===== config.mk =====
export PLATFORM = sky130hd
export DESIGN_NAME = cpd_clock_divider
export DESIGN_NICKNAME = d
export VERILOG_FILES = /design/src/logic/cpd_pkg.sv /design/src/logic/cpd_clock_divider.sv
export VERILOG_INCLUDE_DIRS = /design/src /design/src/logic
export SDC_FILE = /design/constraint.sdc
export NUM_CORES = 1
export LEC_CHECK = 0
export BUFFER_PORTS_ARGS = -buffer_cell sky130_fd_sc_hd__buf_4
export CAP_MARGIN = 15
export CORE_AREA = 2 2 70 72
export DETAILED_ROUTE_END_ITERATION = 7
export DIE_AREA = 0 0 72 74
export HOLD_SLACK_MARGIN = 0.12
export MAX_ROUTING_LAYER = met4
export PLACE_DENSITY = 0.84
export SLEW_MARGIN = 5
export SYNTH_ARGS = -nofsm -noshare
export SYNTH_HDL_FRONTEND = slang
export SYNTH_SLANG_ARGS = --single-unit

===== constraint.sdc =====
create_clock -name clk_i -period 6 [get_ports clk_i]
set_input_delay 0.9 -clock clk_i [delete_from_list [all_inputs] [get_ports clk_i]]
set_output_delay 0.9 -clock clk_i [all_outputs]
set_load 0.005 [all_outputs]

===== src/logic/cpd_defs.svh =====
// register offsets, field positions, reset values and widths of the clock divider
`ifndef CPD_DEFS_SVH
`define CPD_DEFS_SVH
`define CPD_ADDR_W 4
`define CPD_OFS_CTRL 4'h0
`define CPD_OFS_STAT 4'h4
`define CPD_BIT_RECOVER 15
`define CPD_RATIO_HI 14
`define CPD_RATIO_LO 12
`define CPD_BIT_ENABLE 11
`define CPD_POST_HI 10
`define CPD_POST_LO 8
`define CPD_CTRL_MASK 16'hff00
`define CPD_CTRL_RESET 16'h3100
`define CPD_SRC_FRC_A 3'h7
`define CPD_SRC_FRC_B 3'h1
`define CPD_POST_TOP 3'h7
`define CPD_POST_TOP_LIM 8'hff
`define CPD_CNT_W 8
`define CPD_CNT_ZERO 8'h00
`define CPD_ONE 8'h01
`endif


===== src/logic/cpd_pkg.sv =====
// types of the cpu / peripheral clock divider
`default_nettype none
package cpd_pkg;
	typedef struct packed {
		logic recover;
		logic [2:0] ratio;
		logic enable;
		logic [2:0] post;
	} cpd_ctrl_t;
	typedef struct packed {
		cpd_ctrl_t ctrl;
		logic [7:0] periph_cnt;
		logic [7:0] post_cnt;
		logic periph_en;
		logic post_en;
		logic post_active;
		logic ack;
		logic [31:0] rdata;
	} cpd_state_t;
endpackage
`default_nettype wire


===== src/logic/cpd_clock_divider.sv =====
// cpu-to-peripheral clock ratio and fast rc postscaler control with wishbone registers
// Functional notes
// with recovery set, an interrupt clears enable and forces ratio back to 1:1.
// with recovery clear, interrupts leave enable and ratio untouched.
// ratio field bits 14:12 selects 1:1 to 1:128, doubling per code.
// with enable bit 11 set, peripheral clock follows the selected ratio.
// with enable clear, cpu and peripheral run 1:1 regardless of field.
// postscaler field bits 10:8 divides fast rc only for source 111 or 001.
// unimplemented bits read back as zero.
// postscaler divisor is two to the power of the field value; the code divides by 256, not 128, for field value 7.
//
// Register access over Wishbone and the placing of the registers are this design's own decisions.
`timescale 1ns/1ns
`default_nettype none
`include "cpd_defs.svh"
module cpd_clock_divider (
	// clock, reset, enable
	input wire logic clk_i,
	input wire logic rst_i,
	input wire logic ce_i,
	// wishbone slave
	input wire logic cyc_i,
	input wire logic stb_i,
	input wire logic we_i,
	input wire logic [3:0] sel_i,
	input wire logic [`CPD_ADDR_W-1:0] adr_i,
	input wire logic [31:0] dat_i,
	output logic [31:0] dat_o,
	output logic ack_o,
	// system events
	input wire logic irq_i,
	input wire logic [2:0] current_source_code_i,
	input wire logic fast_internal_rc_tick_i,
	// clock enables and postscaler active level out
	output logic periph_en_o,
	output logic post_en_o,
	output logic post_active_o
);
	cpd_pkg::cpd_state_t s_q;
	cpd_pkg::cpd_state_t s_d;
	// control byte after reset, cut to the field width on purpose
	localparam cpd_pkg::cpd_ctrl_t ctrl_rst = cpd_pkg::cpd_ctrl_t'(8'(`CPD_CTRL_RESET >> `CPD_POST_LO));

	// divide count limit: 2^code - 1
	function automatic logic [7:0] cpd_limit(input logic [2:0] code);
		cpd_limit = 8'((9'h001 << code) - 9'h001);
	endfunction

	// control word as seen on the bus, unimplemented bits zero
	function automatic logic [15:0] cpd_pack(input cpd_pkg::cpd_ctrl_t c);
		logic [15:0] w;
		w = 16'h0000;
		w[`CPD_BIT_RECOVER] = c.recover;
		w[`CPD_RATIO_HI:`CPD_RATIO_LO] = c.ratio;
		w[`CPD_BIT_ENABLE] = c.enable;
		w[`CPD_POST_HI:`CPD_POST_LO] = c.post;
		cpd_pack = w & `CPD_CTRL_MASK;
	endfunction

	logic wb_req;
	logic wr_ctrl;
	logic [15:0] wmerge;
	logic [7:0] ratio_lim;
	logic [7:0] post_lim;
	logic src_frc;
	assign wb_req = cyc_i && stb_i && !s_q.ack;
	assign wr_ctrl = wb_req && we_i && adr_i == `CPD_OFS_CTRL;
	assign src_frc = current_source_code_i == `CPD_SRC_FRC_A
		|| current_source_code_i == `CPD_SRC_FRC_B;
	assign ratio_lim = s_q.ctrl.enable ? cpd_limit(s_q.ctrl.ratio) : `CPD_CNT_ZERO;
	// top code skips 128 and divides by 256
	assign post_lim = s_q.ctrl.post == `CPD_POST_TOP ? `CPD_POST_TOP_LIM
		: cpd_limit(s_q.ctrl.post);

	// byte-lane merge of a control write
	always_comb begin
		wmerge = cpd_pack(s_q.ctrl);
		if (sel_i[0]) begin
			wmerge[7:0] = dat_i[7:0];
		end
		if (sel_i[1]) begin
			wmerge[15:8] = dat_i[15:8];
		end
	end

	// next state
	always_comb begin
		s_d = s_q;
		s_d.ack = wb_req;
		// register write
		if (wr_ctrl) begin
			s_d.ctrl.recover = wmerge[`CPD_BIT_RECOVER];
			s_d.ctrl.ratio = wmerge[`CPD_RATIO_HI:`CPD_RATIO_LO];
			s_d.ctrl.enable = wmerge[`CPD_BIT_ENABLE];
			s_d.ctrl.post = wmerge[`CPD_POST_HI:`CPD_POST_LO];
		end
		// interrupt recovery wins over a simultaneous write
		if (irq_i && s_q.ctrl.recover) begin
			s_d.ctrl.enable = 1'b0;
			s_d.ctrl.ratio = 3'h0;
		end
		// read data
		s_d.rdata = 32'h0000_0000;
		if (wb_req && !we_i) begin
			if (adr_i == `CPD_OFS_CTRL) begin
				s_d.rdata = {16'h0000, cpd_pack(s_q.ctrl)};
			end else if (adr_i == `CPD_OFS_STAT) begin
				s_d.rdata = {29'h0, s_q.post_active, s_q.post_en, s_q.periph_en};
			end
		end
		// peripheral enable every ratio_lim+1 cpu cycles
		if (s_q.periph_cnt >= ratio_lim) begin
			s_d.periph_cnt = `CPD_CNT_ZERO;
			s_d.periph_en = 1'b1;
		end else begin
			s_d.periph_cnt = s_q.periph_cnt + `CPD_ONE;
			s_d.periph_en = 1'b0;
		end
		// fast rc postscaler, only for fast rc sources
		s_d.post_active = src_frc;
		s_d.post_en = 1'b0;
		if (!src_frc) begin
			s_d.post_cnt = `CPD_CNT_ZERO;
		end else if (fast_internal_rc_tick_i) begin
			if (s_q.post_cnt >= post_lim) begin
				s_d.post_cnt = `CPD_CNT_ZERO;
				s_d.post_en = 1'b1;
			end else begin
				s_d.post_cnt = s_q.post_cnt + `CPD_ONE;
			end
		end
	end

	// state register
	always_ff @(posedge clk_i) begin
		if (rst_i) begin
			s_q <= '0;
			s_q.ctrl <= ctrl_rst;
		end else if (ce_i) begin
			s_q <= s_d;
		end
	end

	assign dat_o = s_q.rdata;
	assign ack_o = s_q.ack;
	assign periph_en_o = s_q.periph_en;
	assign post_en_o = s_q.post_en;
	assign post_active_o = s_q.post_active;

	// interrupt with recovery returns to 1:1
	AST_RECOVER: assert property (@(posedge clk_i) disable iff (rst_i)
		ce_i && irq_i && s_q.ctrl.recover |=> !s_q.ctrl.enable && s_q.ctrl.ratio == 3'h0)
		else $error("recovery did not clear ratio");
	// no recovery: interrupt keeps settings
	AST_NO_RECOVER: assert property (@(posedge clk_i) disable iff (rst_i)
		ce_i && irq_i && !s_q.ctrl.recover && !wr_ctrl |=> $stable(s_q.ctrl))
		else $error("interrupt changed settings");
	// ratio 1:2 gives alternating enables
	AST_RATIO2: assert property (@(posedge clk_i) disable iff (rst_i)
		ce_i && s_q.ctrl.enable && s_q.ctrl.ratio == 3'h1 && periph_en_o && !irq_i
		&& !wr_ctrl ##1 ce_i |-> !periph_en_o)
		else $error("ratio 1:2 wrong");
	// disabled: peripheral enable every cycle
	AST_UNITY: assert property (@(posedge clk_i) disable iff (rst_i)
		ce_i && !s_q.ctrl.enable |=> periph_en_o)
		else $error("1:1 not kept");
	// postscaler silent for other sources
	AST_POST_SRC: assert property (@(posedge clk_i) disable iff (rst_i)
		ce_i && !src_frc |=> !post_en_o)
		else $error("postscaler ran off fast rc");
	// unimplemented bits zero
	AST_RSVD: assert property (@(posedge clk_i) disable iff (rst_i)
		ack_o |-> dat_o[31:16] == 16'h0000 && dat_o[7:3] == 5'h00)
		else $error("reserved bits nonzero");
	// divide by one passes every tick
	AST_POST1: assert property (@(posedge clk_i) disable iff (rst_i)
		ce_i && src_frc && fast_internal_rc_tick_i && s_q.ctrl.post == 3'h0
		&& s_q.post_cnt == 8'h00 |=> post_en_o)
		else $error("divide by one missed");
	// ack one cycle only
	AST_ACK: assert property (@(posedge clk_i) disable iff (rst_i)
		ce_i && ack_o |=> !ack_o)
		else $error("ack held");
	// reset loads the control byte
	AST_RESET_CTRL: assert property (@(posedge clk_i)
		rst_i |=> s_q.ctrl == ctrl_rst)
		else $error("reset control value wrong");
	// reset clears ack
	AST_RESET_ACK: assert property (@(posedge clk_i)
		rst_i |=> !ack_o)
		else $error("ack after reset");
	// reset clears enables
	AST_RESET_OUT: assert property (@(posedge clk_i)
		rst_i |=> !periph_en_o && !post_en_o && !post_active_o)
		else $error("enables after reset");
	// low clock enable freezes everything
	AST_FREEZE: assert property (@(posedge clk_i) disable iff (rst_i)
		!ce_i |=> $stable(s_q))
		else $error("state moved while frozen");
	// bus checks
	// request answered next cycle
	AST_ACK_ANSWER: assert property (@(posedge clk_i) disable iff (rst_i)
		ce_i && cyc_i && stb_i && !ack_o |=> ack_o)
		else $error("request not acked");
	// no ack without request
	AST_ACK_CAUSE: assert property (@(posedge clk_i) disable iff (rst_i)
		ce_i && !(cyc_i && stb_i) |=> !ack_o)
		else $error("ack without request");
	// upper lane write lands in control
	AST_WRITE_LANDS: assert property (@(posedge clk_i) disable iff (rst_i)
		ce_i && wr_ctrl && sel_i[1] && !irq_i
		|=> {16'h0000, s_q.ctrl, 8'h00} == ($past(dat_i) & 32'h0000_ff00))
		else $error("write did not land");
	// control holds without write or interrupt
	AST_NO_WRITE: assert property (@(posedge clk_i) disable iff (rst_i)
		ce_i && !wr_ctrl && !irq_i |=> $stable(s_q.ctrl))
		else $error("control changed unasked");
	// lane 0 only touches no field
	AST_LANE0: assert property (@(posedge clk_i) disable iff (rst_i)
		ce_i && wr_ctrl && !sel_i[1] && !irq_i |=> $stable(s_q.ctrl))
		else $error("low lane changed control");
	// recovery bit only moves by software
	AST_RECOVER_SW: assert property (@(posedge clk_i) disable iff (rst_i)
		ce_i && !wr_ctrl |=> $stable(s_q.ctrl.recover))
		else $error("recovery bit moved");
	// postscaler field only moves by software
	AST_POST_SW: assert property (@(posedge clk_i) disable iff (rst_i)
		ce_i && !wr_ctrl |=> $stable(s_q.ctrl.post))
		else $error("postscaler field moved");
	// control read returns packed fields
	AST_READ_CTRL: assert property (@(posedge clk_i) disable iff (rst_i)
		ce_i && wb_req && !we_i && adr_i == `CPD_OFS_CTRL && !irq_i
		|=> dat_o == {16'h0000, s_q.ctrl, 8'h00})
		else $error("control read wrong");
	// status read upper bits zero
	AST_READ_STAT: assert property (@(posedge clk_i) disable iff (rst_i)
		ce_i && wb_req && !we_i && adr_i == `CPD_OFS_STAT |=> dat_o[31:3] == 29'h0)
		else $error("status upper bits set");
	// status shows the postscaler source level
	AST_STAT_ACTIVE: assert property (@(posedge clk_i) disable iff (rst_i)
		ce_i && wb_req && !we_i && adr_i == `CPD_OFS_STAT |=> dat_o[2] == $past(post_active_o))
		else $error("status active bit wrong");
	// unmapped read returns zero
	AST_READ_HOLE: assert property (@(posedge clk_i) disable iff (rst_i)
		ce_i && wb_req && !we_i && adr_i != `CPD_OFS_CTRL && adr_i != `CPD_OFS_STAT
		|=> dat_o == 32'h0000_0000)
		else $error("hole read nonzero");
	// no read, no data
	AST_IDLE_DATA: assert property (@(posedge clk_i) disable iff (rst_i)
		ce_i && !wb_req |=> dat_o == 32'h0000_0000)
		else $error("data without read");
	// write cycles return zero data
	AST_WRITE_DATA: assert property (@(posedge clk_i) disable iff (rst_i)
		ce_i && wb_req && we_i |=> dat_o == 32'h0000_0000)
		else $error("data on write");
	// clock ratio checks
	// recovery leaves recover and postscaler alone
	AST_RECOVER_KEEP: assert property (@(posedge clk_i) disable iff (rst_i)
		ce_i && irq_i && s_q.ctrl.recover && !wr_ctrl
		|=> $stable(s_q.ctrl.post) && s_q.ctrl.recover)
		else $error("recovery touched other fields");
	// enable pulse only at counter zero
	AST_PERIPH_AT_ZERO: assert property (@(posedge clk_i) disable iff (rst_i)
		periph_en_o |-> s_q.periph_cnt == 8'h00)
		else $error("enable off zero");
	// reduced ratio never pulses twice in a row
	AST_RATIO_GAP: assert property (@(posedge clk_i) disable iff (rst_i)
		ce_i && periph_en_o && s_q.ctrl.enable && s_q.ctrl.ratio != 3'h0 |=> !periph_en_o)
		else $error("reduced ratio pulsed twice");
	// below the limit no pulse
	AST_RATIO_PULSE: assert property (@(posedge clk_i) disable iff (rst_i)
		ce_i && s_q.periph_cnt < ratio_lim |=> !periph_en_o)
		else $error("early peripheral pulse");
	// at the limit a pulse
	AST_RATIO_FIRE: assert property (@(posedge clk_i) disable iff (rst_i)
		ce_i && s_q.periph_cnt >= ratio_lim |=> periph_en_o)
		else $error("peripheral pulse missed");
	// postscaler checks
	// active level follows the source code
	AST_ACTIVE_LEVEL: assert property (@(posedge clk_i) disable iff (rst_i)
		ce_i |=> post_active_o == $past(src_frc))
		else $error("active level wrong");
	// no tick, no postscaled pulse
	AST_POST_NO_TICK: assert property (@(posedge clk_i) disable iff (rst_i)
		ce_i && !fast_internal_rc_tick_i |=> !post_en_o)
		else $error("pulse without tick");
	// postscaled pulse only at counter zero
	AST_POST_AT_ZERO: assert property (@(posedge clk_i) disable iff (rst_i)
		post_en_o |-> s_q.post_cnt == 8'h00)
		else $error("postscaled pulse off zero");
	// counter parked while not on fast rc
	AST_POST_OFF_CNT: assert property (@(posedge clk_i) disable iff (rst_i)
		!post_active_o |-> s_q.post_cnt == 8'h00)
		else $error("postscaler counted off source");
	// top code divides by 256, not 128
	AST_POST256: assert property (@(posedge clk_i) disable iff (rst_i)
		ce_i && src_frc && fast_internal_rc_tick_i && s_q.ctrl.post == 3'h7
		&& s_q.post_cnt == 8'h7f |=> !post_en_o)
		else $error("top code divided by 128");
	// tick at the limit pulses
	AST_POST_FIRE: assert property (@(posedge clk_i) disable iff (rst_i)
		ce_i && src_frc && fast_internal_rc_tick_i && s_q.post_cnt >= post_lim |=> post_en_o)
		else $error("postscaled pulse missed");
	// tick below the limit stays quiet
	AST_POST_HOLD: assert property (@(posedge clk_i) disable iff (rst_i)
		ce_i && src_frc && fast_internal_rc_tick_i && s_q.post_cnt < post_lim |=> !post_en_o)
		else $error("early postscaled pulse");
	// counter waits for ticks
	AST_POST_STILL: assert property (@(posedge clk_i) disable iff (rst_i)
		ce_i && src_frc && !fast_internal_rc_tick_i |=> $stable(s_q.post_cnt))
		else $error("postscaler counted without tick");
endmodule
`default_nettype wire


==> results.ini, run 1 <==
[outcome]
status=completed

[clock_tree]
worstSkewPairLatency_ns=0.30
ctsHoldBuffers=0
clk_pin_slew_worst_paths_ns=0.08
cts_tree=done
clockRootBuffer=clkbuf_8
cts_max_level=2
ctsResizeCount=0
cts_setup_buffers=0
cts.path.max_buffers=2
numCtsBuffers=5
clock-sinks=39

[synth]
ys_types=49
synth-main-ff-cell=dfxtp_1
yosys.area.top_type_share_pct=32.6
ys.warnings.count=0
yosys.area.top_type=dfxtp_1
synthCells=276
yosys-top-cells-area=dfxtp_1, buf_4, ha_1
synth_area_um2=2400
synth_seq_cells=39
seq_area_frac_synth_pct=32.6
synth_enable_flop_cells=0
syn_area_per_cell_um2=8.68
async_flop_share_pct=0

[critical_path]
cp.required_ns=6.19
worstPathArrival_ns=2.63
path_buf_inv=0
crit_fanout=9
cp-end-kind=flop
crit_type=reg -> reg
path_cells=o21ai_0 -> o21bai_1 -> ha_1 -> o21a_1 -> nor2_1 -> o311ai_0 -> o22ai_1 -> a21o_1
critical_path.top_delay_family=compound AO/OA/AOI/OAI gates
start_kind=flop
cpMaxStageDelayCell=o311ai_0
cp_slowest_stage_delay_ns=0.68

[sta]
relSlewSlack_pct=48.2
hold_violations=0
maxSlewViolCount=0
period_share_pct=40.7
worst_slack_ns=3.56
skew_ns=0.00766
setup_viol=0
rsz0062_at_grt=false
worst_pin_slew_ns=0.768
timing.fmax_ghz=0.410
timing.final.crit_period_ns=2.44
tns_ns=0

[global_route]
overflow=0
use_met3_pct=3.93
grtUsageMet1_pct=22.3
track_usage_pct=18.9
grt-busiest-layer=met2
grt_max_degree=31
grt_use_met2_pct=31.4
antenna_found_initial=0
first_global_vias=1735
grt_pass1_wl_um=7690

[die]
die_y_um=74
die_area_um2=5330
start_util_pct=52.1
fp.dieW_um=72
fp.coreArea_um2=4600
fp-row-count=25
ios=87

[place]
place.gp.congestion=0.834
hpwlAfterDp_um=3590
port_buffers=38
pre_cts_ws_ns=3.58
post_dp_cell_area_um2=2540

[layout]
n_antenna_cell=0
final_core_util_pct=58.2
fin_area_um2=2680
layout_commonest_cell=dfxtp_1
drive_above_1_share_pct=18.3
final_cell_mix=dfxtp_1, buf_4, nor2_1
finalNetCount=368
synthToLayoutAreaGrowth_pct=11.7

[job]
maxCapViolCount=0

[route]
drc=0
wire_per_inst_um=13.6
drt_first_pass_iters=4
routed_wirelength_um=4800
vias_per_cell=5.52
ant_nets=0
drtIter0Drc=139
route.vias.total=1955

[power]
irDropWorstVdd_mv=0.0972
power_uw=571
powerDensity_nw_per_um2=213
p_leak_uw=0.00111

[min_path]
hold_path_class=reg -> reg

[cell type report]
cell class              count  area (um2)
flip-flops and latches     39         781
clock inverters             2        60.1
repair buffers             38         285
multi-input cells         207        1380
clock buffers               6        72.6
inverters                   8        30.0
well taps                  54        67.6
fillers                   416        1920
[flip-flops by register name, summed over array words and instances, names as in the netlist]
signal,flops
post_active_o,1
ack_o,1
s_q,24
post_en_o,1
periph_en_o,1
dat_o,11
[report_power, final]
part | switching [uW] | internal (uW) | leakage (uW)
logic | 27.7 | 21.0 | 0.000726
registers | 2.52 | 261 | 0.000315
clock network | 93.2 | 166 | 0.0000654
[final timing paths]
check | end | cells past startpoint | slack [ns] | start
max | s_q[47]$_SDFFE_PP0P_ | 8 | 3.56 | s_q[58]$_SDFFE_PP0P_
min | post_active_o$_SDFFE_PP0P_ | 2 | 0.52 | post_active_o$_SDFFE_PP0P_
max reg2reg | s_q[47]$_SDFFE_PP0P_ | 8 | 3.56 | s_q[58]$_SDFFE_PP0P_
min reg2reg | post_active_o$_SDFFE_PP0P_ | 2 | 0.52 | post_active_o$_SDFFE_PP0P_
[per-layer routing]
layer	vias to the layer above	routed length, um
met3	9	235
met1	910	2140
met4	0	95
met2	49	2320
li1	987	-
met5	-	0
[stage by stage]
| stage | cells | hold WS [ns] |
|---|---|---|
| 3_3_place_gp | 346 | 0.494 |
| 5_1_grt | 354 | 0.551 |
| 4_1_cts | 354 | 0.523 |
| 6_report | 354 | 0.521 |
| 2_1_floorplan | 296 | 0.474 |
| 3_5_place_dp | 346 | 0.511 |
[kinds of logic (layout without fill, tap and decap cells)]
kind of cell,Yosys count,after routing,synth area share [%]
AOI/OAI and AO/OA,55,55,17.1
xor gates and xnor gates,5,5,2.61
adders and majority gates,18,18,9.40
buffers and inverters,50,54,12.9
DFF,39,39,32.6
muxes,7,7,2.92
other,2,22,0.313
and+or+nand+nor,100,100,22.2
[synthesized netlist by cell type (3+ instances only)]
cell,count
dfxtp_1,39
buf_4,32
nor2_1,32
nand2_1,24
ha_1,18
nand3_1,17
a21oi_1,13
a22oi_1,12
inv_1,8
nand4_1,8
clkbuf_1,7
mux2i_1,7
o21ai_0,5
nand3b_1,4
a21o_1,3
and3_1,3
o211ai_1,3
o311ai_0,3
[tightest hold or removal path, delay by kind of cell (launching register included)]
family | cells | cell delay [ns]
compound gates | 1 | 0.06
flops | 1 | 0.34
simple gates | 1 | 0.07
Power figures use the tool's default switching activity.
==> run 2, diff against run 1 <==
--- a/config.mk
+++ b/config.mk
@@ -8,12 +8,12 @@
 export LEC_CHECK = 0
 export BUFFER_PORTS_ARGS = -buffer_cell sky130_fd_sc_hd__buf_4
 export CAP_MARGIN = 15
-export CORE_AREA = 2 2 70 72
+export CORE_AREA = 2 2 76 78
 export DETAILED_ROUTE_END_ITERATION = 7
-export DIE_AREA = 0 0 72 74
+export DIE_AREA = 0 0 78 80
 export HOLD_SLACK_MARGIN = 0.12
 export MAX_ROUTING_LAYER = met4
-export PLACE_DENSITY = 0.84
+export PLACE_DENSITY = 0.76
 export SLEW_MARGIN = 5
 export SYNTH_ARGS = -nofsm -noshare
 export SYNTH_HDL_FRONTEND = slang
==> constraint.sdc (replaced) <==
create_clock -name clk_i -period 2 [get_ports clk_i]
set_input_delay 0.3 -clock clk_i [delete_from_list [all_inputs] [get_ports clk_i]]
set_output_delay 0.3 -clock clk_i [all_outputs]
set_load 0.005 [all_outputs]
==> results.ini, run 2 (synthesis results as in run 1) <==
[power]
p_leak_uw=0.00127  ; was 0.00111 uW
irDropWorstVdd_mv=0.464  ; was 0.0972 mV
powerDensity_nw_per_um2=544  ; was 213 nW/um2

[global_route]
grt_use_met2_pct=32.2  ; was 31.4%
overflow=0  ; unchanged
antenna_found_initial=0  ; unchanged
grt_max_degree=31  ; unchanged
use_met3_pct=4.07  ; was 3.93%
grt_pass1_wl_um=9080  ; was 7690 um
grtUsageMet1_pct=22.0  ; was 22.3%
track_usage_pct=19.0  ; was 18.9%
first_global_vias=1959  ; was 1735
grt-busiest-layer=met2  ; unchanged

[sta]
skew_ns=0.00544  ; was 0.00766 ns
period_share_pct=103  ; was 40.7%
worst_pin_slew_ns=0.595  ; was 0.768 ns
hold_violations=0  ; unchanged
tns_ns=-0.317  ; was 0 ns
setup_viol=6  ; was 0
rsz0062_at_grt=true  ; was false
timing.final.crit_period_ns=2.07  ; was 2.44 ns
relSlewSlack_pct=60.3  ; was 48.2%
maxSlewViolCount=0  ; unchanged
timing.fmax_ghz=0.484  ; was 0.410 GHz
worst_slack_ns=-0.0663  ; was 3.56 ns

[layout]
final_cell_mix=buf_4, dfxtp_1, nor2_1  ; was dfxtp_1, buf_4, nor2_1
n_antenna_cell=0  ; unchanged
largest_reg_flops=24  ; unchanged
layout_commonest_cell=buf_4  ; was dfxtp_1
synthToLayoutAreaGrowth_pct=26.5  ; was 11.7%
drive_above_1_share_pct=33.1  ; was 18.3%
num-fill-cells=487  ; was 416
finalNetCount=391  ; was 368
final_core_util_pct=56.1  ; was 58.2%
top_register=s_q  ; unchanged

[route]
drtIter0Drc=85  ; was 139
ant_nets=0  ; unchanged
wire_per_inst_um=14.3  ; was 13.6 um
route.vias.total=2070  ; was 1955
vias_per_cell=5.24  ; was 5.52
routed_wirelength_um=5630  ; was 4800 um
drc=0  ; unchanged
drt_first_pass_iters=4  ; unchanged

[clock_tree]
worstSkewPairLatency_ns=0.30  ; about the same
clockRootBuffer=clkbuf_8  ; unchanged
numCtsBuffers=5  ; unchanged
clk_pin_slew_worst_paths_ns=0.08  ; about the same
cts_max_level=2  ; unchanged
cts.path.max_buffers=2  ; unchanged
ctsHoldBuffers=0  ; unchanged
cts_tree=done  ; unchanged
clock-sinks=39  ; unchanged

[die]
fp.dieW_um=78  ; was 72 um
ios=87  ; unchanged
die_y_um=80  ; was 74 um
start_util_pct=44.3  ; was 52.1%
die_area_um2=6240  ; was 5330 um2
fp-row-count=27  ; was 25
fp.coreArea_um2=5410  ; was 4600 um2

[min_path]
hold_path_class=in -> reg  ; was reg -> reg
hold_depth=3  ; was 2

[critical_path]
crit_fanout=5  ; was 9
start_kind=flop  ; unchanged
cp_slowest_stage_delay_ns=0.41  ; was 0.68 ns
cpMaxStageDelayCell=a2111oi_4  ; was o311ai_0
crit_type=reg -> reg  ; unchanged
cp.required_ns=2.25  ; was 6.19 ns
path_cells=or3_4 -> ha_4 -> nor2b_4 -> o21ai_4 -> a2111oi_4 -> buf_4 -> a21o_1 -> a22o_1  ; was o21ai_0 -> o21bai_1 -> ha_1 -> o21a_1 -> nor2_1 -> o311ai_0 -> o22ai_1 -> a21o_1
worstPathArrival_ns=2.31  ; was 2.63 ns
cp-end-kind=flop  ; unchanged
worstRegToRegCells=8  ; unchanged

[place]
port_buffers=38  ; unchanged
place.gp.congestion=0.819  ; was 0.834
hpwlAfterDp_um=3980  ; was 3590 um

[job]
maxCapViolCount=0  ; unchanged

[outcome]
status=complete, but fails checks  ; was completed
violations=setup timing

==> run 2: report_power, final <==
group | internal (uW) | switching, uW
Clock | 404 | 284
Combinational | 80.3 | 96.8
Sequential | 779 | 5.60
==> run 2: final timing paths <==
path	to	slack, ns	from
hold / removal	s_q[52]$_SDFFE_PP1P_	0.23	dat_i[8]
setup reg to reg	s_q[42]$_SDFFE_PP0P_	-0.07	s_q[54]$_SDFFE_PP0P_
hold reg to reg	s_q[55]$_SDFFE_PP0P_	0.48	s_q[55]$_SDFFE_PP0P_
setup / recovery	s_q[42]$_SDFFE_PP0P_	-0.07	s_q[54]$_SDFFE_PP0P_
==> run 2: metrics by stage <==
| step | hold slack, ns | total power [uW] | instances | worst slack [ns] | cell area (um2) |
|---|---|---|---|---|---|
| 5_1_grt | 0.239 | 1720 | 395 | -0.146 | 3030 |
| 2_1_floorplan | 0.428 | 922 | 296 | -0.140 | 2520 |
| 4_1_cts | 0.230 | 1650 | 394 | -0.0614 | 2930 |
| 6_report | 0.232 | 1650 | 395 | -0.0663 | 3030 |
| 3_5_place_dp | 0.478 | 967 | 385 | -0.120 | 2760 |
| 3_3_place_gp | 0.478 | 963 | 385 | -0.0868 | 2760 |
==> run 2: repair_timing <==
action / 4_1_cts / 5_1_grt
resized for setup: 11 / 23
pin swaps: 6 / 16
gates cloned: 1 / 0
setup endpoints to repair: 15 / 18
buffers inserted: 0 / 1
==> run 2: per-layer routing <==
layer | wire, um | part of all wire, % | vias to the layer above
li1 | - | - | 1028
met1 | 2430 | 43 | 972
met2 | 2790 | 50 | 56
met3 | 278 | 4.9 | 14
met4 | 129 | 2.3 | 0
met5 | 0 | 0 | -
==> run 2: critical path, delay by kind of cell (launching register included) <==
family | cells | cell delay [ns]
flip-flops | 1 | 0.35
AO/OA/AOI/OAI | 4 | 0.72
AND/OR/NAND/NOR | 2 | 0.52
buffers and inverters | 1 | 0.21
adder cells (fa/ha/maj) | 1 | 0.23
==> run 2: final cells by class <==
type / count / area [um2] / share of cell area (%)
well taps: 72 / 90.1 / 2.97
multi-input cells: 207 / 1540 / 50.9
clock inverters: 2 / 35.0 / 1.16
inverters: 8 / 30.0 / 0.991
flip-flops and latches: 39 / 792 / 26.1
repair buffers: 61 / 458 / 15.1
clock buffers: 6 / 82.6 / 2.73
==> run 3, diff against run 2 <==
--- a/config.mk
+++ b/config.mk
@@ -13,7 +13,7 @@
 export DIE_AREA = 0 0 78 80
 export HOLD_SLACK_MARGIN = 0.12
 export MAX_ROUTING_LAYER = met4
-export PLACE_DENSITY = 0.76
+export PLACE_DENSITY = 0.74
 export SLEW_MARGIN = 5
 export SYNTH_ARGS = -nofsm -noshare
 export SYNTH_HDL_FRONTEND = slang
==> results.ini, run 3 (synthesis results as in run 1) <==
[layout]
final-instance-count-excl-fill=394  ; was 395
final_core_util_pct=57.1  ; was 56.1%
multi_input_area_um2=1600  ; was 1540 um2
num-fill-cells=477  ; was 487
n_antenna_cell=0  ; unchanged
top_register=s_q  ; unchanged
synthToLayoutAreaGrowth_pct=28.7  ; was 26.5%
layout_commonest_cell=buf_4  ; unchanged
finalNetCount=390  ; was 391
final_cell_mix=buf_4, dfxtp_1, nor2_1  ; unchanged
regArea_um2=793  ; was 792 um2
drive_above_1_share_pct=33.2  ; was 33.1%
largest_reg_flops=24  ; unchanged

[place]
hpwlAfterDp_um=3860  ; was 3980 um
pre_cts_ws_ns=-0.100  ; was -0.120 ns
port_buffers=38  ; unchanged
place.gp.congestion=0.828  ; was 0.819
place_inst=384  ; was 385

[power]
power_uw=1650  ; about the same
pwr-share-seq_pct=47.6  ; about the same
power_frac_clock_pct=41.8  ; was 41.7%
p_sw_share_pct=23.4  ; about the same
irDropWorstVdd_mv=0.375  ; was 0.464 mV
p_sw_uw=385  ; was 387 uW
powerDensity_nw_per_um2=533  ; was 544 nW/um2
internal_power_uw=1260  ; about the same
combPwrFrac_pct=10.6  ; was 10.7%
p_leak_uw=0.00127  ; about the same

[sta]
rsz0062_at_grt=true  ; unchanged
worst_slack_ns=-0.0370  ; was -0.0663 ns
worst_pin_slew_ns=0.594  ; was 0.595 ns
maxSlewViolCount=0  ; unchanged
hold_violations=0  ; unchanged
relSlewSlack_pct=60.4  ; was 60.3%
timing.final.crit_period_ns=2.04  ; was 2.07 ns
skew_ns=0.00766  ; was 0.00544 ns
period_share_pct=102  ; was 103%
timing.fmax_ghz=0.491  ; was 0.484 GHz
setup_viol=6  ; unchanged

[route]
routed_wirelength_um=5590  ; was 5630 um
vias_per_cell=5.26  ; was 5.24
route.vias.total=2074  ; was 2070
wire_per_inst_um=14.2  ; was 14.3 um
ant_nets=0  ; unchanged
drt_first_pass_iters=4  ; unchanged
drc=0  ; unchanged
drtIter0Drc=138  ; was 85

[die]
ios=87  ; unchanged
fp-row-count=27  ; unchanged
fp.dieW_um=78  ; unchanged
fp.coreArea_um2=5410  ; unchanged
start_util_pct=44.3  ; unchanged
die_y_um=80  ; unchanged
die_area_um2=6240  ; unchanged

[critical_path]
path_cells=or3_4 -> ha_4 -> nor2b_4 -> o21ai_2 -> a2111oi_4 -> buf_4 -> nand2_2 -> mux2i_1  ; was or3_4 -> ha_4 -> nor2b_4 -> o21ai_4 -> a2111oi_4 -> buf_4 -> a21o_1 -> a22o_1
critical_path.top_delay_family=simple AND/OR/NAND/NOR gates  ; was compound AO/OA/AOI/OAI gates
crit_fanout=5  ; unchanged
cp-end-kind=flop  ; unchanged
worstPathArrival_ns=2.26  ; was 2.31 ns
path_buf_inv=1  ; unchanged
crit_type=reg -> reg  ; unchanged
crit_start=s_q[53]$_SDFFE_PP0P_  ; was s_q[54]$_SDFFE_PP0P_
start_kind=flop  ; unchanged
r2r-start=s_q[53]$_SDFFE_PP0P_  ; was s_q[54]$_SDFFE_PP0P_
cp_slowest_stage_delay_ns=0.40  ; was 0.41 ns
cp.required_ns=2.22  ; was 2.25 ns
cpMaxStageDelayCell=or3_4  ; was a2111oi_4

[outcome]
status=complete, but fails checks  ; unchanged
violations=setup timing  ; unchanged

[global_route]
antenna_found_initial=0  ; unchanged
first_global_vias=1869  ; was 1959
track_usage_pct=18.1  ; was 19.0%
overflow=0  ; unchanged
grt_pass1_wl_um=8740  ; was 9080 um
grt_max_degree=31  ; unchanged

[clock_tree]
worstSkewPairLatency_ns=0.30  ; about the same
cts_max_level=2  ; unchanged
clock-sinks=39  ; unchanged
ctsHoldBuffers=0  ; unchanged
cts.path.max_buffers=2  ; unchanged
clockRootBuffer=clkbuf_8  ; unchanged
numCtsBuffers=5  ; unchanged
clk_pin_slew_worst_paths_ns=0.07  ; was 0.08 ns
cts_tree=done  ; unchanged

[min_path]
hp-start=dat_i[8]  ; unchanged
hold_path_class=in -> reg  ; unchanged

[job]
maxCapViolCount=0  ; unchanged

[run 3: cell types whose count changed in the layout (fill, tap and decap cells not counted), moves of 2 or more]
cell | previous run | this run
ha_4 | 1 | 4
nand3_4 | 0 | 2
a21oi_2 | 4 | 2
nand3_1 | 15 | 11
buf_4 | 61 | 58
dfxtp_2 | 3 | 1
nand3_2 | 2 | 4
buf_6 | 0 | 2
ha_1 | 16 | 14
[run 3: repair_timing]
action | in CTS | in global routing
pin swaps | 5 | 18
setup endpoints to repair | 15 | 17
setup buffers | 0 | 1
gates cloned | 1 | 0
resized for setup | 9 | 29
[run 3: final timing paths]
kind | cells past startpoint | slack [ns] | end
hold reg to reg | 2 | 0.49 | post_active_o$_SDFFE_PP0P_
setup / recovery | 8 | -0.04 | s_q[39]$_SDFFE_PP0P_
hold / removal | 3 | 0.23 | s_q[52]$_SDFFE_PP1P_
setup reg to reg | 8 | -0.04 | s_q[39]$_SDFFE_PP0P_
[run 3: stage by stage]
step	TNS (ns)	hold WS (ns)	cell area, um2
2_1_floorplan	-0.677	0.428	2520
3_3_place_gp	-0.377	0.475	2750
3_5_place_dp	-0.863	0.480	2750
4_1_cts	-0.311	0.235	2910
5_1_grt	-1.34	0.245	3080
6_report	-0.0844	0.233	3080
[run 3: tightest hold or removal path, stage by stage]
cell and delay (ns):
buf_4 0.08, mux2i_1 0.06, nand2_1 0.06
[run 3: routing by layer]
metal,global-route usage (%),up-vias,share of wire (%)
li1,-,1030,-
met1,23.7,982,46
met2,28.2,53,48
met3,3.96,9,4.2
met4,5.44,0,1.2
met5,-,-,0
[run 3: area by class of cell]
class / instances / area share [%]
Clock buffer: 6 / 2.68
Clock inverter: 2 / 1.14
Inverter: 8 / 0.974
Multi-Input combinational cell: 207 / 51.7
Sequential cell: 39 / 25.7
Tap cell: 72 / 2.92
Timing Repair Buffer: 60 / 14.8
[run 3: power groups by stage]
stage	Clock [uW]	Combinational (uW)	Sequential (uW)
detailed placement	0	160	805
CTS	693	166	787
finish	688	174	783
floorplan	0	117	805
global placement	0	157	805
global route	728	189	784
